==> config.mk <==
export PLATFORM = sky130hd
export DESIGN_NAME = fip_top
export DESIGN_NICKNAME = d
export VERILOG_FILES = /design/src/fip_pkg.sv /design/src/fip_ch_if.sv /design/src/fip_debounce.sv /design/src/fip_prescaler.sv /design/src/fip_top.sv
export SDC_FILE = /design/constraint.sdc
export NUM_CORES = 1
export LEC_CHECK = 0
export ABC_AREA = 1
export BUFFER_PORTS_ARGS = -buffer_cell sky130_fd_sc_hd__buf_2
export CAP_MARGIN = 10
export CORE_MARGIN = 4
export CORE_UTILIZATION = 65
export DETAILED_ROUTE_END_ITERATION = 12
export MAX_ROUTING_LAYER = met4
export PLACE_DENSITY = 0.91
export SLEW_MARGIN = 20
export SYNTH_ARGS = -nofsm -noshare
export SYNTH_HDL_FRONTEND = slang
export SYNTH_SLANG_ARGS = --single-unit
==> constraint.sdc <==
create_clock -name CLK_SYS_I -period 3.47 [get_ports CLK_SYS_I]
set_input_delay 0.5205 -clock CLK_SYS_I [delete_from_list [all_inputs] [get_ports CLK_SYS_I]]
set_output_delay 0.5205 -clock CLK_SYS_I [all_outputs]
set_load 0.05 [all_outputs]
==> src/fip_pkg.sv <==
// Constants, field layout and types of the frequency input pretreatment block
package fip_pkg;

  // Channel count and clock rate
  localparam int NUM_CH        = 2;
  localparam int CLK_PERIOD_NS = 50;

  // Filter stability times in ns and their cycle counts (rounded up)
  localparam int FILT_LOW_NS  = 4000;
  localparam int FILT_MED_NS  = 40000;
  localparam int FILT_HIGH_NS = 400000;
  localparam int FILT_LOW_CYC =
    (FILT_LOW_NS + CLK_PERIOD_NS - 1) / CLK_PERIOD_NS;
  localparam int FILT_MED_CYC =
    (FILT_MED_NS + CLK_PERIOD_NS - 1) / CLK_PERIOD_NS;
  localparam int FILT_HIGH_CYC =
    (FILT_HIGH_NS + CLK_PERIOD_NS - 1) / CLK_PERIOD_NS;
  localparam int FCNT_W = 14;

  // Filter levels
  typedef enum logic [1:0] {
    FIP_FLT_BYPASS = 2'b00,
    FIP_FLT_LOW    = 2'b01,
    FIP_FLT_MED    = 2'b10,
    FIP_FLT_HIGH   = 2'b11
  } fip_flt_t;

  // Bus slave states
  typedef enum logic [0:0] {
    FIP_WB_IDLE = 1'b0,
    FIP_WB_ACK  = 1'b1
  } fip_wb_t;

  // Scaling factor width and limit
  localparam int          SCALE_W   = 11;
  localparam logic [10:0] SCALE_MAX = 11'h400;
  localparam int          PCNT_W    = 16;

  // Register byte offsets
  localparam logic [7:0] FIP_CFG_OFS    = 8'h00;
  localparam logic [7:0] FIP_CFG_STRIDE = 8'h04;
  localparam logic [7:0] FIP_STAT_OFS   = 8'h10;
  localparam logic [7:0] FIP_ISTAT_OFS  = 8'h14;
  localparam logic [7:0] FIP_IMASK_OFS  = 8'h18;
  localparam logic [7:0] FIP_PCNT_OFS   = 8'h20;

  // Configuration word fields
  localparam int CFG_FLT_LSB  = 0;
  localparam int CFG_SRC_BIT  = 2;
  localparam int CFG_THR_BIT  = 3;
  localparam int CFG_LINE_BIT = 4;
  localparam int CFG_SCL_LSB  = 16;

  // Reset values
  localparam logic [31:0] CFG_RST   = 32'h0001_0001;
  localparam logic [31:0] IMASK_RST = 32'h0000_0000;

  // Status and interrupt field positions
  localparam int STAT_FILT_LSB  = 0;
  localparam int STAT_VALID_LSB = 8;
  localparam int STAT_FAULT_LSB = 16;
  localparam int IRQ_PULSE_LSB  = 0;
  localparam int IRQ_FAULT_LSB  = NUM_CH;
  localparam int IRQ_W          = 2 * NUM_CH;

endpackage

==> src/fip_ch_if.sv <==
// Per-channel carrier between the top, the debounce filter and the prescaler
`timescale 1ns/1ps
interface fip_ch_if;
  import fip_pkg::*;
  logic               raw;
  fip_flt_t           level;
  logic               filt;
  logic [SCALE_W-1:0] scale_n;
  logic               div_pulse;

  modport flt (input raw, input level, output filt);
  modport psc (input filt, input scale_n, output div_pulse);
  modport top (output raw, output level, output scale_n,
               input filt, input div_pulse);
endinterface

==> src/fip_debounce.sv <==
// Debounce filter: passes a transition only after the input stays stable
`timescale 1ns/1ps
module fip_debounce
  import fip_pkg::*;
#(
  parameter logic [FCNT_W-1:0] HIGH_CYC = FCNT_W'(FILT_HIGH_CYC)
) (
  input  wire logic clk_i,
  input  wire logic rst_i,
  fip_ch_if.flt     ch
);
  import fip_pkg::*;

  logic [FCNT_W-1:0] cnt_q;
  logic [FCNT_W-1:0] limit;
  logic              filt_q;

  // Stability time for the selected level
  always_comb begin
    case (ch.level)
      FIP_FLT_LOW:  limit = FCNT_W'(FILT_LOW_CYC);
      FIP_FLT_MED:  limit = FCNT_W'(FILT_MED_CYC);
      FIP_FLT_HIGH: limit = HIGH_CYC;
      default:      limit = FCNT_W'(1);
    endcase
  end

  // Hold back each change until stable for the whole limit
  always_ff @(posedge clk_i) begin
    if (rst_i) begin
      cnt_q  <= '0;
      filt_q <= 1'b0;
    end else if (ch.level == FIP_FLT_BYPASS) begin
      filt_q <= ch.raw;
      cnt_q  <= '0;
    end else if (ch.raw == filt_q) begin
      cnt_q  <= '0;
    end else if (cnt_q >= limit - FCNT_W'(1)) begin
      filt_q <= ch.raw;
      cnt_q  <= '0;
    end else begin
      cnt_q  <= cnt_q + FCNT_W'(1);
    end
  end

  assign ch.filt = filt_q;

endmodule

==> src/fip_prescaler.sv <==
// Divide-by-N prescaler on rising edges of the filtered signal
`timescale 1ns/1ps
module fip_prescaler
  import fip_pkg::*;
(
  input  wire logic clk_i,
  input  wire logic rst_i,
  fip_ch_if.psc     ch
);
  import fip_pkg::*;

  logic               prev_q;
  logic               pulse_q;
  logic [SCALE_W-1:0] cnt_q;
  logic               rise;

  assign rise = ch.filt & ~prev_q;

  // Count filtered edges; one output pulse per group of N
  always_ff @(posedge clk_i) begin
    if (rst_i) begin
      prev_q  <= 1'b0;
      pulse_q <= 1'b0;
      cnt_q   <= '0;
    end else begin
      prev_q  <= ch.filt;
      pulse_q <= 1'b0;
      if (rise) begin
        if (ch.scale_n <= SCALE_W'(1)) begin
          pulse_q <= 1'b1;
          cnt_q   <= '0;
        end else if (cnt_q >= ch.scale_n - SCALE_W'(1)) begin
          pulse_q <= 1'b1;
          cnt_q   <= '0;
        end else begin
          cnt_q   <= cnt_q + SCALE_W'(1);
        end
      end
    end
  end

  assign ch.div_pulse = pulse_q;

endmodule

==> src/fip_top.sv <==
// Frequency input pretreatment: sensor select, debounce, scaling, line check
//
// Overview of operation
// - One sensor per channel, magnetic or active
// - Four selectable debounce levels on every input
// - Bypass level passes one microsecond pulses
// - Low level rejects pulses under 4 us
// - Medium level rejects pulses under 40 us
// - High level rejects pulses under 400 us
// - Output changes only after stable filter time
// - Filter level resets to low
// - Divide pulse train by scaling factor
// - Scaling factor one bypasses the divider
// - Factor N gives one pulse per N
// - Threshold select picks sensitive or noisy level
// - Wrong magnetic connection clears validity flag
// - Enabled line check reports broken wire fault
//
// The implementer's own choices: the address map and the Wishbone interface to the registers.
`timescale 1ns/1ps
module fip_top
  import fip_pkg::*;
#(
  parameter int HIGH_FILT_CYC = FILT_HIGH_CYC
) (
  input  wire logic              CLK_SYS_I,
  input  wire logic              SYS_RST_I,
  input  wire logic              WB_CYC_I,
  input  wire logic              WB_STB_I,
  input  wire logic              WB_WE_I,
  input  wire logic [7:0]        WB_ADR_I,
  input  wire logic [3:0]        WB_SEL_I,
  input  wire logic [31:0]       WB_DAT_I,
  output logic      [31:0]       WB_DAT_O,
  output logic                   WB_ACK_O,
  input  wire logic [NUM_CH-1:0] MAGNETIC_PICKUP_INPUT_I,
  input  wire logic [NUM_CH-1:0] ACTIVE_PICKUP_INPUT_I,
  input  wire logic [NUM_CH-1:0] MAG_LINE_OK_I,
  output logic      [NUM_CH-1:0] SCALED_PULSE_O,
  output logic      [NUM_CH-1:0] FREQUENCY_VALID_FLAG_O,
  output logic      [NUM_CH-1:0] WIRE_FAULT_O,
  output logic      [NUM_CH-1:0] PICKUP_THRESHOLD_SELECT_O,
  output logic                   IRQ_O
);
  import fip_pkg::*;

  // Input synchronisers, two stages each
  logic [NUM_CH-1:0] mag_s1_q;
  logic [NUM_CH-1:0] mag_s2_q;
  logic [NUM_CH-1:0] act_s1_q;
  logic [NUM_CH-1:0] act_s2_q;
  logic [NUM_CH-1:0] line_s1_q;
  logic [NUM_CH-1:0] line_s2_q;

  always_ff @(posedge CLK_SYS_I) begin
    if (SYS_RST_I) begin
      mag_s1_q  <= '0;
      mag_s2_q  <= '0;
      act_s1_q  <= '0;
      act_s2_q  <= '0;
      line_s1_q <= '0;
      line_s2_q <= '0;
    end else begin
      mag_s1_q  <= MAGNETIC_PICKUP_INPUT_I;
      mag_s2_q  <= mag_s1_q;
      act_s1_q  <= ACTIVE_PICKUP_INPUT_I;
      act_s2_q  <= act_s1_q;
      line_s1_q <= MAG_LINE_OK_I;
      line_s2_q <= line_s1_q;
    end
  end

  // Bus slave state
  fip_wb_t     wb_state_q;
  logic [31:0] rdata_q;
  logic [31:0] rdata_d;
  logic [31:0] wmask;
  logic        wr_stb;

  assign wmask = {{8{WB_SEL_I[3]}}, {8{WB_SEL_I[2]}},
                  {8{WB_SEL_I[1]}}, {8{WB_SEL_I[0]}}};
  assign wr_stb = (wb_state_q == FIP_WB_ACK) & WB_CYC_I & WB_STB_I
                  & WB_WE_I;

  // Per-channel configuration and state
  fip_flt_t           flt_q   [NUM_CH];
  logic [SCALE_W-1:0] scale_q [NUM_CH];
  logic [PCNT_W-1:0]  pcnt_q  [NUM_CH];
  logic [31:0]        cfg_rd  [NUM_CH];
  logic [NUM_CH-1:0]  src_act_q;
  logic [NUM_CH-1:0]  thr_q;
  logic [NUM_CH-1:0]  line_en_q;
  logic [NUM_CH-1:0]  filt_lvl;
  logic [NUM_CH-1:0]  div_pulse;
  logic [NUM_CH-1:0]  valid_q;
  logic [NUM_CH-1:0]  fault_q;
  logic [NUM_CH-1:0]  fault_d;
  logic [NUM_CH-1:0]  fault_rise;

  genvar i;
  generate
    for (i = 0; i < NUM_CH; i++) begin : g_ch
      fip_ch_if    chif ();
      logic [31:0] cfg_new;
      logic [7:0]  cfg_adr;

      assign cfg_adr = FIP_CFG_OFS + 8'(i * int'(FIP_CFG_STRIDE));

      // Readback of the configuration word
      always_comb begin
        cfg_rd[i] = '0;
        cfg_rd[i][CFG_FLT_LSB +: 2] = flt_q[i];
        cfg_rd[i][CFG_SRC_BIT] = src_act_q[i];
        cfg_rd[i][CFG_THR_BIT] = thr_q[i];
        cfg_rd[i][CFG_LINE_BIT] = line_en_q[i];
        cfg_rd[i][CFG_SCL_LSB +: SCALE_W] = scale_q[i];
      end

      assign cfg_new = (cfg_rd[i] & ~wmask) | (WB_DAT_I & wmask);

      // Configuration register write, byte lanes honoured
      always_ff @(posedge CLK_SYS_I) begin
        if (SYS_RST_I) begin
          flt_q[i]     <= fip_flt_t'(CFG_RST[CFG_FLT_LSB +: 2]);
          src_act_q[i] <= CFG_RST[CFG_SRC_BIT];
          thr_q[i]     <= CFG_RST[CFG_THR_BIT];
          line_en_q[i] <= CFG_RST[CFG_LINE_BIT];
          scale_q[i]   <= CFG_RST[CFG_SCL_LSB +: SCALE_W];
        end else if (wr_stb && WB_ADR_I == cfg_adr) begin
          flt_q[i]     <= fip_flt_t'(cfg_new[CFG_FLT_LSB +: 2]);
          src_act_q[i] <= cfg_new[CFG_SRC_BIT];
          thr_q[i]     <= cfg_new[CFG_THR_BIT];
          line_en_q[i] <= cfg_new[CFG_LINE_BIT];
          if (cfg_new[CFG_SCL_LSB +: SCALE_W] > SCALE_MAX) begin
            scale_q[i] <= SCALE_MAX;
          end else begin
            scale_q[i] <= cfg_new[CFG_SCL_LSB +: SCALE_W];
          end
        end
      end

      // One sensor feeds the channel, chosen by the source bit
      assign chif.raw = src_act_q[i] ? act_s2_q[i] : mag_s2_q[i];
      assign chif.level   = flt_q[i];
      assign chif.scale_n = scale_q[i];
      assign filt_lvl[i]  = chif.filt;
      assign div_pulse[i] = chif.div_pulse;

      // Filter first, then divider
      fip_debounce #(
        .HIGH_CYC (FCNT_W'(HIGH_FILT_CYC))
      ) u_flt (
        .clk_i (CLK_SYS_I),
        .rst_i (SYS_RST_I),
        .ch    (chif.flt)
      );

      fip_prescaler u_psc (
        .clk_i (CLK_SYS_I),
        .rst_i (SYS_RST_I),
        .ch    (chif.psc)
      );

      // Count of divided pulses, wraps
      always_ff @(posedge CLK_SYS_I) begin
        if (SYS_RST_I) begin
          pcnt_q[i] <= '0;
        end else if (div_pulse[i]) begin
          pcnt_q[i] <= pcnt_q[i] + PCNT_W'(1);
        end
      end

      // Broken wire only when checking a magnetic channel
      assign fault_d[i] = line_en_q[i] & ~src_act_q[i]
                          & ~line_s2_q[i];
    end
  endgenerate

  // Validity and fault levels
  always_ff @(posedge CLK_SYS_I) begin
    if (SYS_RST_I) begin
      valid_q <= '0;
      fault_q <= '0;
    end else begin
      valid_q <= src_act_q | line_s2_q;
      fault_q <= fault_d;
    end
  end

  assign fault_rise = fault_d & ~fault_q;

  // Interrupt status, mask and output
  logic [IRQ_W-1:0] istat_q;
  logic [IRQ_W-1:0] imask_q;
  logic [IRQ_W-1:0] w1c;
  logic [IRQ_W-1:0] ev;
  logic             irq_q;

  assign ev  = {fault_rise, div_pulse};
  assign w1c = (wr_stb && WB_ADR_I == FIP_ISTAT_OFS)
               ? (WB_DAT_I[IRQ_W-1:0] & wmask[IRQ_W-1:0]) : '0;

  // Sticky events; a new event wins over a clear
  always_ff @(posedge CLK_SYS_I) begin
    if (SYS_RST_I) begin
      istat_q <= '0;
    end else begin
      istat_q <= (istat_q & ~w1c) | ev;
    end
  end

  always_ff @(posedge CLK_SYS_I) begin
    if (SYS_RST_I) begin
      imask_q <= IMASK_RST[IRQ_W-1:0];
    end else if (wr_stb && WB_ADR_I == FIP_IMASK_OFS) begin
      imask_q <= (imask_q & ~wmask[IRQ_W-1:0])
                 | (WB_DAT_I[IRQ_W-1:0] & wmask[IRQ_W-1:0]);
    end
  end

  always_ff @(posedge CLK_SYS_I) begin
    if (SYS_RST_I) begin
      irq_q <= 1'b0;
    end else begin
      irq_q <= |(istat_q & imask_q);
    end
  end

  // Read multiplexer, unmapped reads as zero
  always_comb begin
    rdata_d = '0;
    case (WB_ADR_I)
      FIP_STAT_OFS: begin
        rdata_d[STAT_FILT_LSB +: NUM_CH]  = filt_lvl;
        rdata_d[STAT_VALID_LSB +: NUM_CH] = valid_q;
        rdata_d[STAT_FAULT_LSB +: NUM_CH] = fault_q;
      end
      FIP_ISTAT_OFS: rdata_d[IRQ_W-1:0] = istat_q;
      FIP_IMASK_OFS: rdata_d[IRQ_W-1:0] = imask_q;
      default: begin
        for (int k = 0; k < NUM_CH; k++) begin
          if (WB_ADR_I == FIP_CFG_OFS + 8'(k * int'(FIP_CFG_STRIDE))) begin
            rdata_d = cfg_rd[k];
          end
          if (WB_ADR_I == FIP_PCNT_OFS + 8'(k * int'(FIP_CFG_STRIDE))) begin
            rdata_d[PCNT_W-1:0] = pcnt_q[k];
          end
        end
      end
    endcase
  end

  // Wishbone classic slave: ack one cycle after the request
  always_ff @(posedge CLK_SYS_I) begin
    if (SYS_RST_I) begin
      wb_state_q <= FIP_WB_IDLE;
      rdata_q    <= '0;
    end else begin
      case (wb_state_q)
        FIP_WB_IDLE: begin
          if (WB_CYC_I && WB_STB_I) begin
            wb_state_q <= FIP_WB_ACK;
            rdata_q    <= rdata_d;
          end
        end
        FIP_WB_ACK: wb_state_q <= FIP_WB_IDLE;
        default:    wb_state_q <= FIP_WB_IDLE;
      endcase
    end
  end

  assign WB_ACK_O = (wb_state_q == FIP_WB_ACK) & WB_CYC_I & WB_STB_I;
  assign WB_DAT_O = rdata_q;

  // Pin-side outputs
  assign SCALED_PULSE_O            = div_pulse;
  assign FREQUENCY_VALID_FLAG_O    = valid_q;
  assign WIRE_FAULT_O              = fault_q;
  assign PICKUP_THRESHOLD_SELECT_O = thr_q;
  assign IRQ_O                     = irq_q;

endmodule

==> flow_summary.yaml <==
pwr:
  p_leak_nw: 4.74
  peakVddDrop_v: 0.000351
  total_power_mw: 4.34
  power_density_nw_per_um2: 395
drt:
  drc: 0
  drt_wl_total_um: 24100
  wire_per_inst_um: 15.2
  dr.pass1.iters: 8
  dr_total_vias: 9132
  ant_nets: 0
  dr.first_iter.drc_count: 984
  via_per_inst: 5.75
critical_path:
  cp.arrival_ps: 3160
  cp-end-kind: "flop"
  crit_fanout: 10
  crit_type: "reg2reg"
  required_ps: 3790
  cp-start-kind: "flop"
  crit_start: "scale_q[0][0]"
  worstReg2RegStart: "scale_q[0][0]"
logic_synthesis:
  synth_top_cells_by_area: "dfxtp_1, edfxtp_1, nand2_1"
  synth_area_um2: 9950
  synth-seq-area-share_pct: 40.7
  synth-async-reset-ratio_pct: 0
  synth_edf_count: 58
  netlist_instances: 1321
  synth.largest_area_cell: "dfxtp_1"
  ys_ff_latch: 173
  synth_flop_cell: "dfxtp_1"
  synth_top_area_share_pct: 23.1
  ys_types: 46
  postSynthAreaPerCell_um2: 7.53
  yosysWarnings: 0
timing:
  tightestPinTransition_ps: 864
  fmax_mhz: 351
  finalWorstSetupSlack_ps: 622
  drv_slew: 0
  hold_violations: 0
  relSlewSlack_pct: 42.2
  post-route-period-util_pct: 82.1
  clock_skew_ps: 8.44
  post-route-min-period_ps: 2850
  fin_hold_ws_ps: 281
  fin_setup_tns_ps: 0
  rsz0062_at_grt: "false"
  setup_violations: 0
grt:
  gr-usage-all-layers_pct: 28.8
  grt_pass1_vias: 8561
  antenna_found_initial: 0
  overflow: 0
  grt_start_max_net_pins: 30
  grt_pass1_wl_um: 40300
final_layout:
  layout_common_cells: "nand2_1, nor2_1, inv_1"
  area_growth_pct: 10.6
  stdcell_count: 1588
  diodes: 0
  layout-drive-gt1-share_pct: 10.5
  final_common_cell: "nand2_1"
  num-nets-final: 1506
cts:
  post_cts_buffers: 0
  cts_root_buf: "clkbuf_16"
  cts_tree: "yes"
  clkTransAtPathRegs_ps: 70
  cts_num_sinks: 173
  htree_levels: 4
  cts_resized: 0
  cts_hold_buf: 0
  clockBufferDepth: 2
  worstSkewPairLatency_ps: 440
  cts-buffers-inserted: 17
min_path:
  min_from: "MAGNETIC_PICKUP_INPUT_I[1]"
  hp-class: "in2reg"
job:
  max_cap_viol_count: 0
placed_design:
  io_buffers: 74
  gp_congestion: 0.940
  hpwlAfterDp_um: 17700
  dp_slack_ps: 655
  dpl.cell_count: 1556
die:
  ios: 97
  core-area_um2: 14800
  die_h_um: 132
  die_width_um: 132
  rows: 44
  die_area_um2: 17300
  initial_core_util_pct: 67.4
outcome:
  status: "completed"
==> layout make-up <==
| cell class | count | area, um2 |
|---|---|---|
| tap | 184 | 230 |
| fill | 1074 | 3750 |
| clock inverter | 14 | 154 |
| timing repair buffer | 78 | 400 |
| inverter | 187 | 702 |
| multi-input combinational | 934 | 5040 |
| sequential | 173 | 4040 |
| clock buffer | 18 | 429 |
==> through the flow <==
step	utilization, %	instance area, um2
5_1_grt	74.6	11000
3_5_place_dp	70.6	10400
4_1_cts	74.6	11000
2_1_floorplan	-	9970
3_3_place_gp	70.6	10400
6_report	74.6	11000
==> logic make-up (layout without fill, tap and decap cells) <==
family                     Yosys count  count (layout)  share of synthesized area, %
AOI/OAI and AO/OA                  166             166                          9.08
other                                2               9                        0.0755
xor gates and xnor gates            57              57                          5.02
DFF                                173             173                          40.7
muxes                                2               2                         0.201
buffers and inverters              221             297                          8.97
adders and majority gates           60              60                          7.55
and+or+nand+nor                    640             640                          28.5
==> synth_stat cells (7+ instances only) <==
cell type,instances
nand3_1,57
nor2_4,7
edfxtp_1,58
o21ai_0,44
ha_1,60
o22ai_1,17
buf_4,11
buf_2,11
dfxtp_1,115
a21oi_1,80
xnor2_1,16
nor3_1,45
nand2_1,271
nor3b_1,7
clkbuf_1,9
nor2_2,7
xor2_1,41
nand2_2,9
nor2_1,180
inv_1,179
nand4_1,33
==> where the power goes <==
part           internal (mW)  leakage (nW)  switching [mW]
Clock                   1.07         0.287           0.843
Sequential              2.12          1.51          0.0301
Combinational         0.0747          2.94           0.199
Total                   3.27          4.74            1.07
==> registers in the layout (all words and copies together) (netlist names), 4 cells and up, named ones only <==
register / count
g_ch.u_flt.cnt_q: 28
WB_DAT_O: 27
flt_q: 4
scale_q: 22
g_ch.u_psc.cnt_q: 22
pcnt_q: 32
istat_q: 4
==> metal layers <==
| metal | vias to the layer above | GRT usage, % | part of all wire [%] | wire (um) |
|---|---|---|---|---|
| met1 | 4181 | 37.1 | 42 | 10100 |
| met5 | - | - | 0 | 0 |
| li1 | 4439 | - | - | - |
| met3 | 67 | 4.36 | 8.4 | 2010 |
| met2 | 445 | 46.2 | 47 | 11300 |
| met4 | 0 | 10.9 | 2.8 | 685 |
==> worst max-delay path: stages (launching register included) <==
cell and delay [ps]:
edfxtp_1 390, inv_1 170, ha_1 220, nand3_1 160, nor2_1 220, nand2_1 90
xor2_1 160, ha_1 300, nand2_1 80, nor2_1 180, nand4_1 140, nor2_1 110
nor2_1 60, nand3_1 80, nand2_1 90, nand2_2 190, nor2_1 90
==> worst paths after layout <==
path                                 end  slack, ps  cells past startpoint
hold / removal               mag_s1_q[1]        280                      3
hold reg to reg              act_s2_q[1]        400                      2
setup reg to reg  g_ch[0].u_psc.cnt_q[0]        620                     16
setup / recovery  g_ch[0].u_psc.cnt_q[0]        620                     16
Power figures use the tool's default switching activity.
